File: config.mk
export PLATFORM = sky130hd
export DESIGN_NAME = mac_event_status_irq
export DESIGN_NICKNAME = d
export VERILOG_FILES = /design/src/hdl/mac_event_pkg.sv /design/src/hdl/mac_event_status_irq.sv
export SDC_FILE = /design/constraint.sdc
export NUM_CORES = 1
export LEC_CHECK = 0
export BUFFER_PORTS_ARGS = -buffer_cell sky130_fd_sc_hd__buf_2
export CORE_AREA = 5 5 109 111
export DETAILED_ROUTE_END_ITERATION = 16
export DIE_AREA = 0 0 114 116
export GPL_TIMING_DRIVEN = 0
export HOLD_SLACK_MARGIN = 0.06
export PLACE_DENSITY = 0.78
export SLEW_MARGIN = 0
export SYNTH_ARGS = -nofsm -noshare
export SYNTH_HDL_FRONTEND = slang
export SYNTH_SLANG_ARGS = --single-unit
File: constraint.sdc
create_clock -name clock -period 1.9 [get_ports clock]
set_input_delay 0.19 -clock clock [delete_from_list [all_inputs] [get_ports clock]]
set_output_delay 0.19 -clock clock [all_outputs]
set_load 0.02 [all_outputs]
File: src/hdl/mac_event_pkg.sv
// constants for the mac event status block: register map, bit positions, reset values
// assumes a 32-bit apb slave port
package mac_event_pkg;
  localparam logic [7:0]  OFS_TX_QUEUE    = 8'h00;
  localparam logic [7:0]  OFS_RX_STATUS   = 8'h04;
  localparam logic [7:0]  OFS_EV_STATUS   = 8'h08;
  localparam logic [7:0]  OFS_EV_ENABLE   = 8'h0c;
  localparam logic [7:0]  OFS_EV_DISABLE  = 8'h10;
  localparam logic [7:0]  OFS_EV_MASK     = 8'h14;
  localparam logic [7:0]  OFS_PAUSE_TIME  = 8'h38;

  localparam int RX_NO_BUFFER      = 0;
  localparam int RX_FRAME_STORED   = 1;
  localparam int RX_OVERRUN_STATUS = 2;
  localparam int RX_STATUS_W       = 3;

  localparam int EV_MGMT_DONE      = 0;
  localparam int EV_RX_COMPLETE    = 1;
  localparam int EV_RX_OWNED       = 2;
  localparam int EV_TX_OWNED       = 3;
  localparam int EV_TX_UNDERRUN    = 4;
  localparam int EV_RETRY_LIMIT    = 5;
  localparam int EV_TX_EXHAUSTED   = 6;
  localparam int EV_TX_COMPLETE    = 7;
  localparam int EV_RX_OVERRUN     = 10;
  localparam int EV_BUS_ERROR      = 11;
  localparam int EV_PAUSE_FRAME    = 12;
  localparam int EV_PAUSE_ZERO     = 13;
  localparam int EV_W              = 14;

  // implemented event bits; 8, 9 and all above 13 are unused
  localparam logic [13:0] EV_IMPL_MASK    = 14'h3cff;
  localparam logic [13:0] EV_MASK_RESET   = 14'h0000;
  localparam logic [31:0] TX_QUEUE_RESET  = 32'h0000_0000;
  localparam logic [31:0] TX_QUEUE_KEEP   = 32'hffff_fffc;
endpackage

File: src/hdl/mac_event_status_irq.sv
// event status, event mask and transmit queue pointer logic of an ethernet mac
// assumes apb from the system clock domain; event inputs are one-cycle pulses on the same clock
`timescale 1ns/1ps
module mac_event_status_irq #(
  parameter int ADDR_W = 8
) (
  input  wire logic              clock,
  input  wire logic              rst_n,
  input  wire logic              clk_en,
  input  wire logic              psel,
  input  wire logic              penable,
  input  wire logic              pwrite,
  input  wire logic [ADDR_W-1:0] paddr,
  input  wire logic [31:0]       pwdata,
  output logic      [31:0]       prdata,
  output logic                   pready,
  output logic                   pslverr,
  input  wire logic              rx_fetch_owned,
  input  wire logic              rx_frame_start,
  input  wire logic              rx_frame_done,
  input  wire logic              rx_store_fail,
  input  wire logic              tx_fetch_owned,
  input  wire logic              tx_late_data,
  input  wire logic              tx_owned_midframe,
  input  wire logic              tx_frame_start,
  input  wire logic [31:0]       tx_desc_addr,
  input  wire logic              tx_active,
  input  wire logic              tx_exhausted,
  input  wire logic              tx_frame_done,
  input  wire logic              tx_retry_limit,
  input  wire logic              dma_bus_error,
  input  wire logic              mgmt_done,
  input  wire logic              pause_rx,
  input  wire logic              pause_zero,
  output logic                   rx_refetch_req,
  output logic                   rx_buffer_recover,
  output logic                   tx_queue_load,
  output logic [31:0]            tx_queue_start,
  output logic                   irq
);
  initial begin
    if (ADDR_W < 8) $error("ADDR_W must be at least 8");
  end

  logic [mac_event_pkg::RX_STATUS_W-1:0] rx_status_q;
  logic [mac_event_pkg::EV_W-1:0]        ev_status_q;
  logic [mac_event_pkg::EV_W-1:0]        ev_mask_q;
  logic [mac_event_pkg::EV_W-1:0]        ev_set;
  logic [31:0]                           tx_queue_q;
  logic [31:0]                           rd_data;
  logic                                  rx_wait_q;
  logic                                  rd_hit;
  logic                                  wr_hit;
  logic                                  ovr_rise;
  logic                                  tx_ptr_write;

  function automatic logic reg_sel(input logic [ADDR_W-1:0] a, input logic [7:0] ofs);
    reg_sel = (a == ADDR_W'(ofs));
  endfunction

  function automatic logic known_addr(input logic [ADDR_W-1:0] a);
    known_addr = reg_sel(a, mac_event_pkg::OFS_TX_QUEUE) || reg_sel(a, mac_event_pkg::OFS_RX_STATUS) ||
                 reg_sel(a, mac_event_pkg::OFS_EV_STATUS) || reg_sel(a, mac_event_pkg::OFS_EV_ENABLE) ||
                 reg_sel(a, mac_event_pkg::OFS_EV_DISABLE) || reg_sel(a, mac_event_pkg::OFS_EV_MASK);
  endfunction

  // one wait state: access completes on the second access cycle when pready is high
  assign rd_hit = clk_en && psel && penable && pready && !pwrite;
  assign wr_hit = clk_en && psel && penable && pready && pwrite && known_addr(paddr);
  // pointer is locked while the transmitter runs
  assign tx_ptr_write = wr_hit && reg_sel(paddr, mac_event_pkg::OFS_TX_QUEUE) && !tx_active;
  assign ovr_rise = rx_store_fail && !rx_status_q[mac_event_pkg::RX_OVERRUN_STATUS];

  always_comb begin
    ev_set = '0;
    ev_set[mac_event_pkg::EV_MGMT_DONE]    = mgmt_done;
    ev_set[mac_event_pkg::EV_RX_COMPLETE]  = rx_frame_done;
    ev_set[mac_event_pkg::EV_RX_OWNED]     = rx_fetch_owned;
    ev_set[mac_event_pkg::EV_TX_OWNED]     = tx_fetch_owned;
    ev_set[mac_event_pkg::EV_TX_UNDERRUN]  = tx_late_data || tx_owned_midframe ||
                                             (dma_bus_error && tx_active) || tx_ptr_write;
    ev_set[mac_event_pkg::EV_RETRY_LIMIT]  = tx_retry_limit;
    ev_set[mac_event_pkg::EV_TX_EXHAUSTED] = tx_exhausted;
    ev_set[mac_event_pkg::EV_TX_COMPLETE]  = tx_frame_done;
    ev_set[mac_event_pkg::EV_RX_OVERRUN]   = ovr_rise;
    ev_set[mac_event_pkg::EV_BUS_ERROR]    = dma_bus_error;
    ev_set[mac_event_pkg::EV_PAUSE_FRAME]  = pause_rx;
    ev_set[mac_event_pkg::EV_PAUSE_ZERO]   = pause_zero;
  end

  always_comb begin
    rd_data = '0;
    if (reg_sel(paddr, mac_event_pkg::OFS_TX_QUEUE)) begin
      rd_data = tx_queue_q;
    end else if (reg_sel(paddr, mac_event_pkg::OFS_RX_STATUS)) begin
      rd_data[mac_event_pkg::RX_STATUS_W-1:0] = rx_status_q;
    end else if (reg_sel(paddr, mac_event_pkg::OFS_EV_STATUS)) begin
      rd_data[mac_event_pkg::EV_W-1:0] = ev_status_q;
    end else if (reg_sel(paddr, mac_event_pkg::OFS_EV_MASK)) begin
      rd_data[mac_event_pkg::EV_W-1:0] = ev_mask_q;
    end
  end

  // apb handshake and read data
  always_ff @(posedge clock) begin
    if (!rst_n) begin
      pready  <= 1'b0;
      prdata  <= '0;
      pslverr <= 1'b0;
    end else if (clk_en) begin
      pready  <= psel && penable && !pready;
      pslverr <= psel && penable && !pready && !known_addr(paddr);
      if (psel && penable && !pready && !pwrite) begin
        prdata <= rd_data;
      end
    end
  end

  // receive status: set wins over a simultaneous one-write
  always_ff @(posedge clock) begin
    if (!rst_n) begin
      rx_status_q <= '0;
    end else if (clk_en) begin
      for (int i = 0; i < mac_event_pkg::RX_STATUS_W; i++) begin
        if (wr_hit && reg_sel(paddr, mac_event_pkg::OFS_RX_STATUS) && pwdata[i]) begin
          rx_status_q[i] <= 1'b0;
        end
      end
      if (rx_fetch_owned) rx_status_q[mac_event_pkg::RX_NO_BUFFER] <= 1'b1;
      if (rx_frame_done) rx_status_q[mac_event_pkg::RX_FRAME_STORED] <= 1'b1;
      if (rx_store_fail) rx_status_q[mac_event_pkg::RX_OVERRUN_STATUS] <= 1'b1;
    end
  end

  // event status clears on the read that returns it; new events in that cycle survive
  always_ff @(posedge clock) begin
    if (!rst_n) begin
      ev_status_q <= '0;
    end else if (clk_en) begin
      if (rd_hit && reg_sel(paddr, mac_event_pkg::OFS_EV_STATUS)) begin
        ev_status_q <= ev_set & mac_event_pkg::EV_IMPL_MASK;
      end else begin
        ev_status_q <= (ev_status_q | ev_set) & mac_event_pkg::EV_IMPL_MASK;
      end
    end
  end

  // mask: one bit per source, 1 = enabled; zero bits of a write leave it alone
  always_ff @(posedge clock) begin
    if (!rst_n) begin
      ev_mask_q <= mac_event_pkg::EV_MASK_RESET;
    end else if (clk_en && wr_hit) begin
      if (reg_sel(paddr, mac_event_pkg::OFS_EV_ENABLE)) begin
        ev_mask_q <= ev_mask_q | (pwdata[mac_event_pkg::EV_W-1:0] & mac_event_pkg::EV_IMPL_MASK);
      end else if (reg_sel(paddr, mac_event_pkg::OFS_EV_DISABLE)) begin
        ev_mask_q <= ev_mask_q & ~pwdata[mac_event_pkg::EV_W-1:0];
      end
    end
  end

  // transmit queue pointer: loaded by software, tracks frame start descriptor
  always_ff @(posedge clock) begin
    if (!rst_n) begin
      tx_queue_q     <= mac_event_pkg::TX_QUEUE_RESET;
      tx_queue_start <= mac_event_pkg::TX_QUEUE_RESET;
      tx_queue_load  <= 1'b0;
    end else if (clk_en) begin
      tx_queue_load <= tx_ptr_write;
      if (tx_ptr_write) begin
        tx_queue_q     <= pwdata & mac_event_pkg::TX_QUEUE_KEEP;
        tx_queue_start <= pwdata & mac_event_pkg::TX_QUEUE_KEEP;
      end else if (tx_frame_start) begin
        tx_queue_q <= tx_desc_addr & mac_event_pkg::TX_QUEUE_KEEP;
      end
    end
  end

  // receive dma retry and buffer recovery requests
  always_ff @(posedge clock) begin
    if (!rst_n) begin
      rx_wait_q         <= 1'b0;
      rx_refetch_req    <= 1'b0;
      rx_buffer_recover <= 1'b0;
    end else if (clk_en) begin
      if (rx_fetch_owned) begin
        rx_wait_q <= 1'b1;
      end else if (rx_frame_start && rx_wait_q) begin
        rx_wait_q <= 1'b0;
      end
      rx_refetch_req    <= rx_frame_start && rx_wait_q;
      rx_buffer_recover <= rx_store_fail;
    end
  end

  always_ff @(posedge clock) begin
    if (!rst_n) begin
      irq <= 1'b0;
    end else if (clk_en) begin
      irq <= |(ev_status_q & ev_mask_q);
    end
  end
endmodule

[Yosys cells after proc, flatten, opt, wreduce, memory -nomap -nowiden]
Cells that the tools add are included.
Cells by class
  bitwise logic cells: 5
  muxes and demuxes: 19
  eq/ne operators: 5
  reduce and logical (&&, ||, !) cells: 50
Operator list (count)
  two-way mux 14 bit: 6
  two-way mux 32 bit: 2
  bitwise AND 14 bit: 2
  bitwise OR 14 bit: 2
  logical AND 1 bit: 21
  two-way mux 18 bit: 1
  == test 8 x 4 -> 1 bit (second input constant): 2
  == test 8 x 5 -> 1 bit (second input constant): 2
  AND reduction 2 bit: 8
  NOT 14 bit: 1
  OR reduction 14 bit: 1
  nonzero test 2 bit: 6
  two-way mux 11 bit: 1
  == test 8 x 3 -> 1 bit (second input constant): 1
  logical NOT 8 bit: 1
  logical OR 1 bit: 8
  two-way mux 1 bit: 8
  logical NOT 1 bit: 5
  two-way mux 3 bit: 1
Storage, ports and cells
  output and inout bits: 70
  input port bits: 94
  register bits after elaboration: 132
  word-level logic and storage cells: 94

[Depth between registers and ports, before layout]
Gate-level depths: netlist of run 1.
  word-level depth: 12
  depth in mapped cells: 7
  gate-level depth less buffers: 4

[Least setup slack after synthesis of run 1]
Ideal clock, no wire load.
  path kind: flip-flop to flip-flop
  start: register pready
  end: register with a tool-made name
  clock period less this slack: 1.686 ns
  arrival time: 1.552 ns
  path buffers: 2
  path slack: 0.214 ns
  cell stages (with the launch flop): 7
  required time: 1.766 ns
  setup time: 0.134 ns
  cells stage by stage: dfxtp_1 and4_1 and4_1 and3_1 clkbuf_1 buf_2 a211oi_1
RTL lines
  from (decl): RTL line mac_event_status_irq.sv:16  | output logic pready,
  from (signal assigned): RTL line mac_event_status_irq.sv:111  | pready <= psel && penable && !pready;

[Worst setup path in the final report of run 1]
  start: input rst_n
  end: register tx_queue_start[30]
RTL lines
  from (decl): RTL line mac_event_status_irq.sv:8  | input wire logic rst_n,
  to (signal assigned): RTL line mac_event_status_irq.sv:165  | tx_queue_start <= mac_event_pkg::TX_QUEUE_RESET;
  to (signal assigned): RTL line mac_event_status_irq.sv:171  | tx_queue_start <= pwdata & mac_event_pkg::TX_QUEUE_KEEP;
  to (decl): RTL line mac_event_status_irq.sv:38  | output logic [31:0] tx_queue_start,
No word-level cell between the ends.

==> summary.txt, run 1 <==
Placement
  • GP Congestion: 0.9577
  • IO Port Bufs: 159
  • Placed cell area: 0.006282 sq mm
  • Hpwl dp: 13,000 um
  • Pre-CTS setup slack: -0.1494 ns

STA
  • Peak Freq: 553.5 MHz
  • Hold Fails Final Rpt: 0
  • Final slew viol count: 0
  • Tmin final: 1.807 ns
  • Tcrit/Tclk final: 95.10%
  • PnR worst setup slack: 0.09318 ns
  • Final setup violation count: 0
  • RSZ-0062 raised after global routing: no
  • Slew @ Worst Pin: 0.7425 ns
  • Skew final: 0.005473 ns
  • Max transition margin: 50.13%
  • Sum of negative setup slack: 0 ns

Synthesis
  • Syn Inst Count: 617
  • Synth unique cells: 52
  • Number of synthesized flops with an enable pin: 0
  • Register area share after synthesis: 48.28%
  • Syn. warnings: 0
  • Cell Area, Synth: 0.005308 sq mm
  • Syn Area/Cell: 8.602 sq um
  • Post-synth top flop: dfxtp_1
  • Async set-reset flop share out of synthesis: 0%
  • Yosys reg bits: 128

Hold path
  • Worst Hold Depth: 4
  • Min-Delay Path Class: in2reg

Worst setup path
  • Worst path depth: 6
  • FF-to-FF path depth: 5
  • CP Cell Sequence: dlygate4sd3_1, buf_2, clkinv_1, clkbuf_1, clkbuf_1, a21oi_1
  • Critical Path AT: 2.17 ns
  • Crit. End Element: flip-flop
  • Delay-heaviest family, CP: buffers and inverters
  • Worst Path Required: 2.27 ns
  • Slowest-stage cell, CP: dlygate4sd3_1
  • WP buf/inv: 5
  • Worst Path Class, Setup: in2reg
  • Worst setup SP type: input port
  • Most frequent CP cell: clkbuf_1
  • Maximum net fanout on the critical path: 10
  • CP peak stage delay: 0.53 ns

CTS
  • Clock Root Buffer: clkbuf_8
  • CTS HTree Levels: 4
  • Skew-Pair Late Insertion Delay: 0.52 ns
  • Cts bufs inserted: 17
  • CTS sink cnt: 128
  • TritonCTS clock tree: done
  • Setup bufs post-CTS: 0
  • Clk buf depth: 2
  • Clock slew at reported path FFs: 0.06 ns

Final layout
  • Commonest non-fill, non-tap cell in the layout: buf_2
  • Fin area: 0.007547 sq mm
  • Layout cell share with drive strength beyond 1: 26.65%
  • Final #Nets: 959
  • Area delta synth->final: 42.20%
  • Fillers: 814
  • Most frequent cells in the layout: buf_2, dfxtp_1, nand2_1

Global route
  • GRT overflow: 0
  • Initial antenna violation count: 0
  • Met1 Use GR: 35.21%
  • Met2 Resource Use GR: 49.84%
  • Total GRT Usage: 29.87%
  • Met3 Use GR: 8.512%
  • Vias in the first global route: 6,153
  • Largest net degree at the start of global routing: 17
  • Busiest grt layer: met2
  • First-pass GRT wire length: 30,930 um

Outcome
  • Status: completed

Drt
  • Vias: 5,971
  • DRT iter0 DRCs: 592
  • Vias/cell: 5.860
  • DRT antenna net count: 0
  • Routed len/inst: 19.44 um
  • Aggregate routed wire length: 19,810 um
  • Post-route DRC: 0
  • Number of iterations in the first detailed-routing pass: 6

Die
  • Die H: 116 um
  • Ports: 164
  • FP Rows: 38
  • Die area: 0.01322 sq mm
  • Starting Density: 49.61%
  • Core ar.: 0.01070 sq mm
  • Die W: 114 um

Pwr
  • PD cells: 863.9 mW/mm^2
  • Worst vdd ir: 587.8 uV
  • Static Leak: 3.194 nW

Flow run
  • Max Cap Viol: 0
[kinds of logic after synthesis]
kind of cell	after synthesis	share of synthesized area (%)
compound gates	205	26.03
buf+inv	56	4.785
flops	128	48.28
mux	5	0.9665
other cells	1	0.07065
simple gates	222	19.87
[metal layers]
layer / routed length, um / share of wire [%] / vias up
met5: 0 / 0 / -
met3: 1719 / 8.7 / 78
met1: 7577 / 38 / 2795
met2: 9680 / 49 / 386
li1: - / - / 2712
met4: 836 / 4.2 / 0
[worst register-to-register path, delay by kind of cell, from the launching register on]
family,cells,cell delay (ns)
and+or+nand+nor,3,0.89
DFF,1,0.38
buffers and inverters,1,0.26
AOI/OAI and AO/OA,1,0.10
[through the flow]
| stage | std cells | util [%] | hold WS [ns] | power, mW |
|---|---|---|---|---|
| 3_5_place_dp | 917 | 58.73 | 0.4014 | 3.310 |
| 3_3_place_gp | 917 | 58.73 | 0.3937 | 3.294 |
| 2_1_floorplan | 618 | - | 0.2770 | 3.095 |
| 5_1_grt | 1018 | 70.53 | 0.09245 | 6.696 |
| 4_1_cts | 1019 | 70.50 | 0.06024 | 6.455 |
| 6_report | 1019 | 70.55 | 0.06701 | 6.520 |
[layout make-up]
| cell class | count | area, sq um | area share, % |
|---|---|---|---|
| diodes | 1 | 2.502 | 0.03316 |
| well taps | 140 | 175.2 | 2.321 |
| inverters | 3 | 11.26 | 0.1492 |
| clock inverters | 5 | 77.57 | 1.028 |
| clock buffers | 27 | 481.7 | 6.383 |
| plain buffers | 52 | 245.2 | 3.249 |
| repair buffers | 229 | 1496 | 19.83 |
| multi-input cells | 434 | 2495 | 33.06 |
| flip-flops and latches | 128 | 2562 | 33.95 |
[synthesized netlist by cell type (2+ instances only)]
cell,number,area [sq um]
nand3_1,36,180.2
a22oi_1,22,165.2
o21ai_0,11,55.05
or4_1,2,15.01
a31oi_1,14,87.58
nand2_1,109,409.1
or4_4,2,22.52
a211oi_1,13,97.59
a22oi_2,10,125.1
a22o_1,9,78.83
nand4_1,3,18.77
inv_1,2,7.510
o2bb2ai_1,2,17.52
and4_1,3,26.28
nand2b_1,5,31.28
and3_1,2,12.51
nor2_1,33,123.9
buf_2,11,55.05
a21oi_1,79,395.4
buf_4,4,30.03
a21o_1,30,225.2
nor2b_1,2,12.51
nor2_2,10,62.56
dfxtp_1,128,2562
clkbuf_1,36,135.1
buf_6,2,22.52
mux2i_1,4,40.04
nor3b_1,2,15.01
a221oi_1,8,70.07
[state kept, by name, indices dropped and copies added, names as in the netlist, named ones only]
| name | cells |
|---|---|
| rx_status_q | 3 |
| pready | 1 |
| tx_queue_load | 1 |
| rx_buffer_recover | 1 |
| tx_queue_q | 30 |
| ev_mask_q | 2 |
| rx_wait_q | 1 |
| tx_queue_start | 30 |
| irq | 1 |
| ev_status_q | 12 |
| pslverr | 1 |
| rx_refetch_req | 1 |
| prdata | 32 |
[worst paths after layout]
kind | slack [ns] | end | startpoint
hold / removal | 0.07 | tx_queue_q[21] | tx_desc_addr[21]
setup / recovery | 0.09 | tx_queue_start[30] | rst_n
hold reg to reg | 0.45 | ev_mask_q[9] | ev_mask_q[9]
setup reg to reg | 0.12 | flip-flop | pready
[power by group]
group / switching [mW] / internal [mW]
clock network: 1.15 / 1.97
logic: 0.312 / 0.288
registers: 0.0505 / 2.75
total: 1.51 / 5.01
[what timing repair did]
| action | CTS | global route |
|---|---|---|
| endpoints found under the setup margin | 0 | 22 |
| hold buffers | 70 | 0 |
| gates resized for setup | 0 | 7 |
| endpoints found under the hold margin | 89 | 0 |
(Power assumes the default switching activity.)
==> run 2, diff against run 1 <==
--- a/config.mk
+++ b/config.mk
@@ -12,6 +12,7 @@
 export GPL_TIMING_DRIVEN = 0
 export HOLD_SLACK_MARGIN = 0.06
 export PLACE_DENSITY = 0.78
+export SETUP_SLACK_MARGIN = 0.2
 export SLEW_MARGIN = 0
 export SYNTH_ARGS = -nofsm -noshare
 export SYNTH_HDL_FRONTEND = slang
==> summary.txt, run 2 (synthesized netlist as in run 1, its figures left out) <==
Drt
  • Aggregate routed wire length: 19,560 um (-1.3%)
  • DRT iter0 DRCs: 508 (-14%)
  • Routed len/inst: 19.16 um (-1.5%)
  • Vias: 5,926 (-0.75%)
  • Number of iterations in the first detailed-routing pass: 6 (unchanged)
  • DRT antenna net count: 0 (unchanged)
  • Post-route DRC: 0 (unchanged)
  • Vias/cell: 5.804 (-0.95%)

Die
  • Ports: 164 (unchanged)
  • Die area: 0.01322 sq mm (unchanged)
  • Starting Density: 49.61% (unchanged)
  • Die H: 116 um (unchanged)
  • Die W: 114 um (unchanged)
  • Core ar.: 0.01070 sq mm (unchanged)
  • FP Rows: 38 (unchanged)

Placement
  • Hpwl dp: 13,000 um (unchanged)
  • GP Congestion: 0.9577 (unchanged)
  • Pre-CTS setup slack: -0.1494 ns (unchanged)
  • IO Port Bufs: 159 (unchanged)
  • Placed cell area: 0.006282 sq mm (unchanged)

Worst setup path
  • Maximum net fanout on the critical path: 10 (unchanged)
  • CP peak stage delay: 0.36 ns (-0.17 ns)
  • CP Cell Sequence: and3_1, and4_1, buf_2, clkbuf_4, nand2_1, a21oi_1
  • R2R Setup Slk: 0.26 ns (+0.14 ns)
  • Worst setup SP type: flip-flop
  • Worst Path Required: 2.32 ns (+0.05 ns)
  • FF-to-FF path depth: 6 (+1)
  • Slowest-stage cell, CP: dfxtp_2
  • Worst Path Class, Setup: reg2reg
  • Critical Path AT: 2.06 ns (-0.11 ns)
  • Crit. End Element: flip-flop
  • Worst R2R Start: pready
  • Worst r2r dst: tx_queue_start[30]

Pwr
  • NetSw: 1.498 mW (-1.1%)
  • PD cells: 853.5 mW/mm^2 (-1.2%)
  • Worst vdd ir: 586.8 uV (-0.17%)
  • Static Leak: 3.227 nW (+1.0%)
  • Sw Share: 23.03% (-0.19 points)
  • Seq pwr share: 43.0% (about the same)
  • Clock network power share: 47.8% (about the same)
  • Pint: 5.007 mW (about the same)
  • Power share of the combinational group: 9.2% (about the same)

Final layout
  • Register with the most flip-flops: prdata
  • Area delta synth->final: 43.59%
  • Commonest non-fill, non-tap cell in the layout: buf_2
  • # diodes: 0 (-1)
  • Max FFs per register: 32 (unchanged)
  • Regs by FF count: prdata x32, tx_queue_q x30, tx_queue_start x30
  • Fin area: 0.007621 sq mm (+0.98%)
  • Most frequent cells in the layout: buf_2, dfxtp_1, nand2_1
  • Layout cell share with drive strength beyond 1: 27.70% (+1.0 points)
  • Final #Nets: 962 (+0.31%)

Flow run
  • Max Cap Viol: 0 (unchanged)

STA
  • Hold Fails Final Rpt: 0 (unchanged)
  • Max transition margin: 51.71% (+1.6 points)
  • Slew @ Worst Pin: 0.7217 ns (-0.02076 ns)
  • Final setup violation count: 0 (unchanged)
  • Peak Freq: 609.4 MHz (+10%)
  • Tmin final: 1.641 ns (-0.1659 ns)
  • RSZ-0062 raised after global routing: no
  • Final slew viol count: 0 (unchanged)
  • PnR worst setup slack: 0.2591 ns (+0.1659 ns)
  • Tcrit/Tclk final: 86.36% (-8.7 points)
  • Hold slack: 0.06512 ns (-0.001889 ns)
  • Skew final: 0.006791 ns (+0.001318 ns)

CTS
  • CTS sink cnt: 128 (unchanged)
  • TritonCTS clock tree: done
  • Clock slew at reported path FFs: 0.06 ns (about the same)
  • CTS HTree Levels: 4 (unchanged)
  • Skew-Pair Late Insertion Delay: 0.52 ns (about the same)
  • Cts bufs inserted: 17 (unchanged)
  • Clock Root Buffer: clkbuf_8
  • Clk buf depth: 2 (unchanged)

Outcome
  • Status: completed

Hold path
  • Min-Delay Path Class: in2reg
  • Worst Hold Depth: 4 (unchanged)
  • Hold Path Sink: tx_queue_q[31]
  • Hold Crit Start: tx_desc_addr[31]

Global route
  • First-pass GRT wire length: 30,590 um (-1.1%)
  • Vias in the first global route: 6,071 (-1.3%)
  • Total GRT Usage: 29.51% (-0.36 points)
  • Largest net degree at the start of global routing: 17 (unchanged)
  • Initial antenna violation count: 0 (unchanged)
  • GRT overflow: 0 (unchanged)
## run 2: changes by cell type in the layout (fill, tap and decap cells not counted), sizes merged
cell,change
diode,-1
clkbuf,+2
buf,+1
## run 2: layer usage
layer	up-vias	global-route usage, %	share of wire (%)	wire length (um)
met3	71	7.206	8.7	1695
li1	2711	-	-	-
met2	334	49.77	49	9591
met5	-	0	0	0
met1	2810	35.89	38	7521
met4	0	12.98	3.9	754
## run 2: layout make-up
type | count | area (sq um)
Timing Repair Buffer | 231 | 1524
Tap cell | 140 | 175.2
Buffer | 53 | 260.3
Clock buffer | 27 | 481.7
Inverter | 3 | 11.26
Clock inverter | 5 | 77.57
Sequential cell | 128 | 2564
Fill cell | 808 | 3077
Multi-Input combinational cell | 434 | 2527
## run 2: worst max-delay path by stage
stage              from  cells past startpoint            endpoint
2_1_floorplan    pready                      6           flip-flop
3_3_place_gp   paddr[2]                      7          prdata[22]
3_5_place_dp   paddr[1]                      7           flip-flop
4_1_cts          pready                      6           flip-flop
5_1_grt          pready                      6      ev_status_q[4]
6_report         pready                      6  tx_queue_start[30]
## run 2: power by group through the flow
stage	clock network [mW]	logic, mW	registers [mW]
after global placement	0	0.446	2.85
after CTS	3.08	0.576	2.79
after floorplan	0	0.249	2.85
final	3.11	0.600	2.80
after global routing	3.24	0.650	2.80
after detailed placement	0	0.460	2.85
## run 2: metrics by stage
| step | total power, mW | util [%] | setup TNS [ns] | cells |
|---|---|---|---|---|
| floorplan | 3.095 | - | 0 | 618 |
| global placement | 3.294 | 58.73 | -1.514 | 917 |
| finish | 6.505 | 71.24 | 0 | 1021 |
| CTS | 6.456 | 70.62 | 0 | 1019 |
| global route | 6.694 | 71.24 | 0 | 1021 |
| detailed placement | 3.310 | 58.73 | -2.456 | 917 |
## run 2: worst max-delay path: cells and delay by family (launching register included)
family	cells	cell delay, ns
buf+inv	2	0.48
simple gates	3	0.45
compound gates	1	0.25
flops	1	0.36
## run 2: what timing repair did
action	4_1_cts	5_1_grt
setup buffers	0	2
cloned	0	0
resized for setup	5	13
pin swaps	1	1
hold endpoints to repair	89	0
hold buffers	70	0
endpoints found under the setup margin	30	74
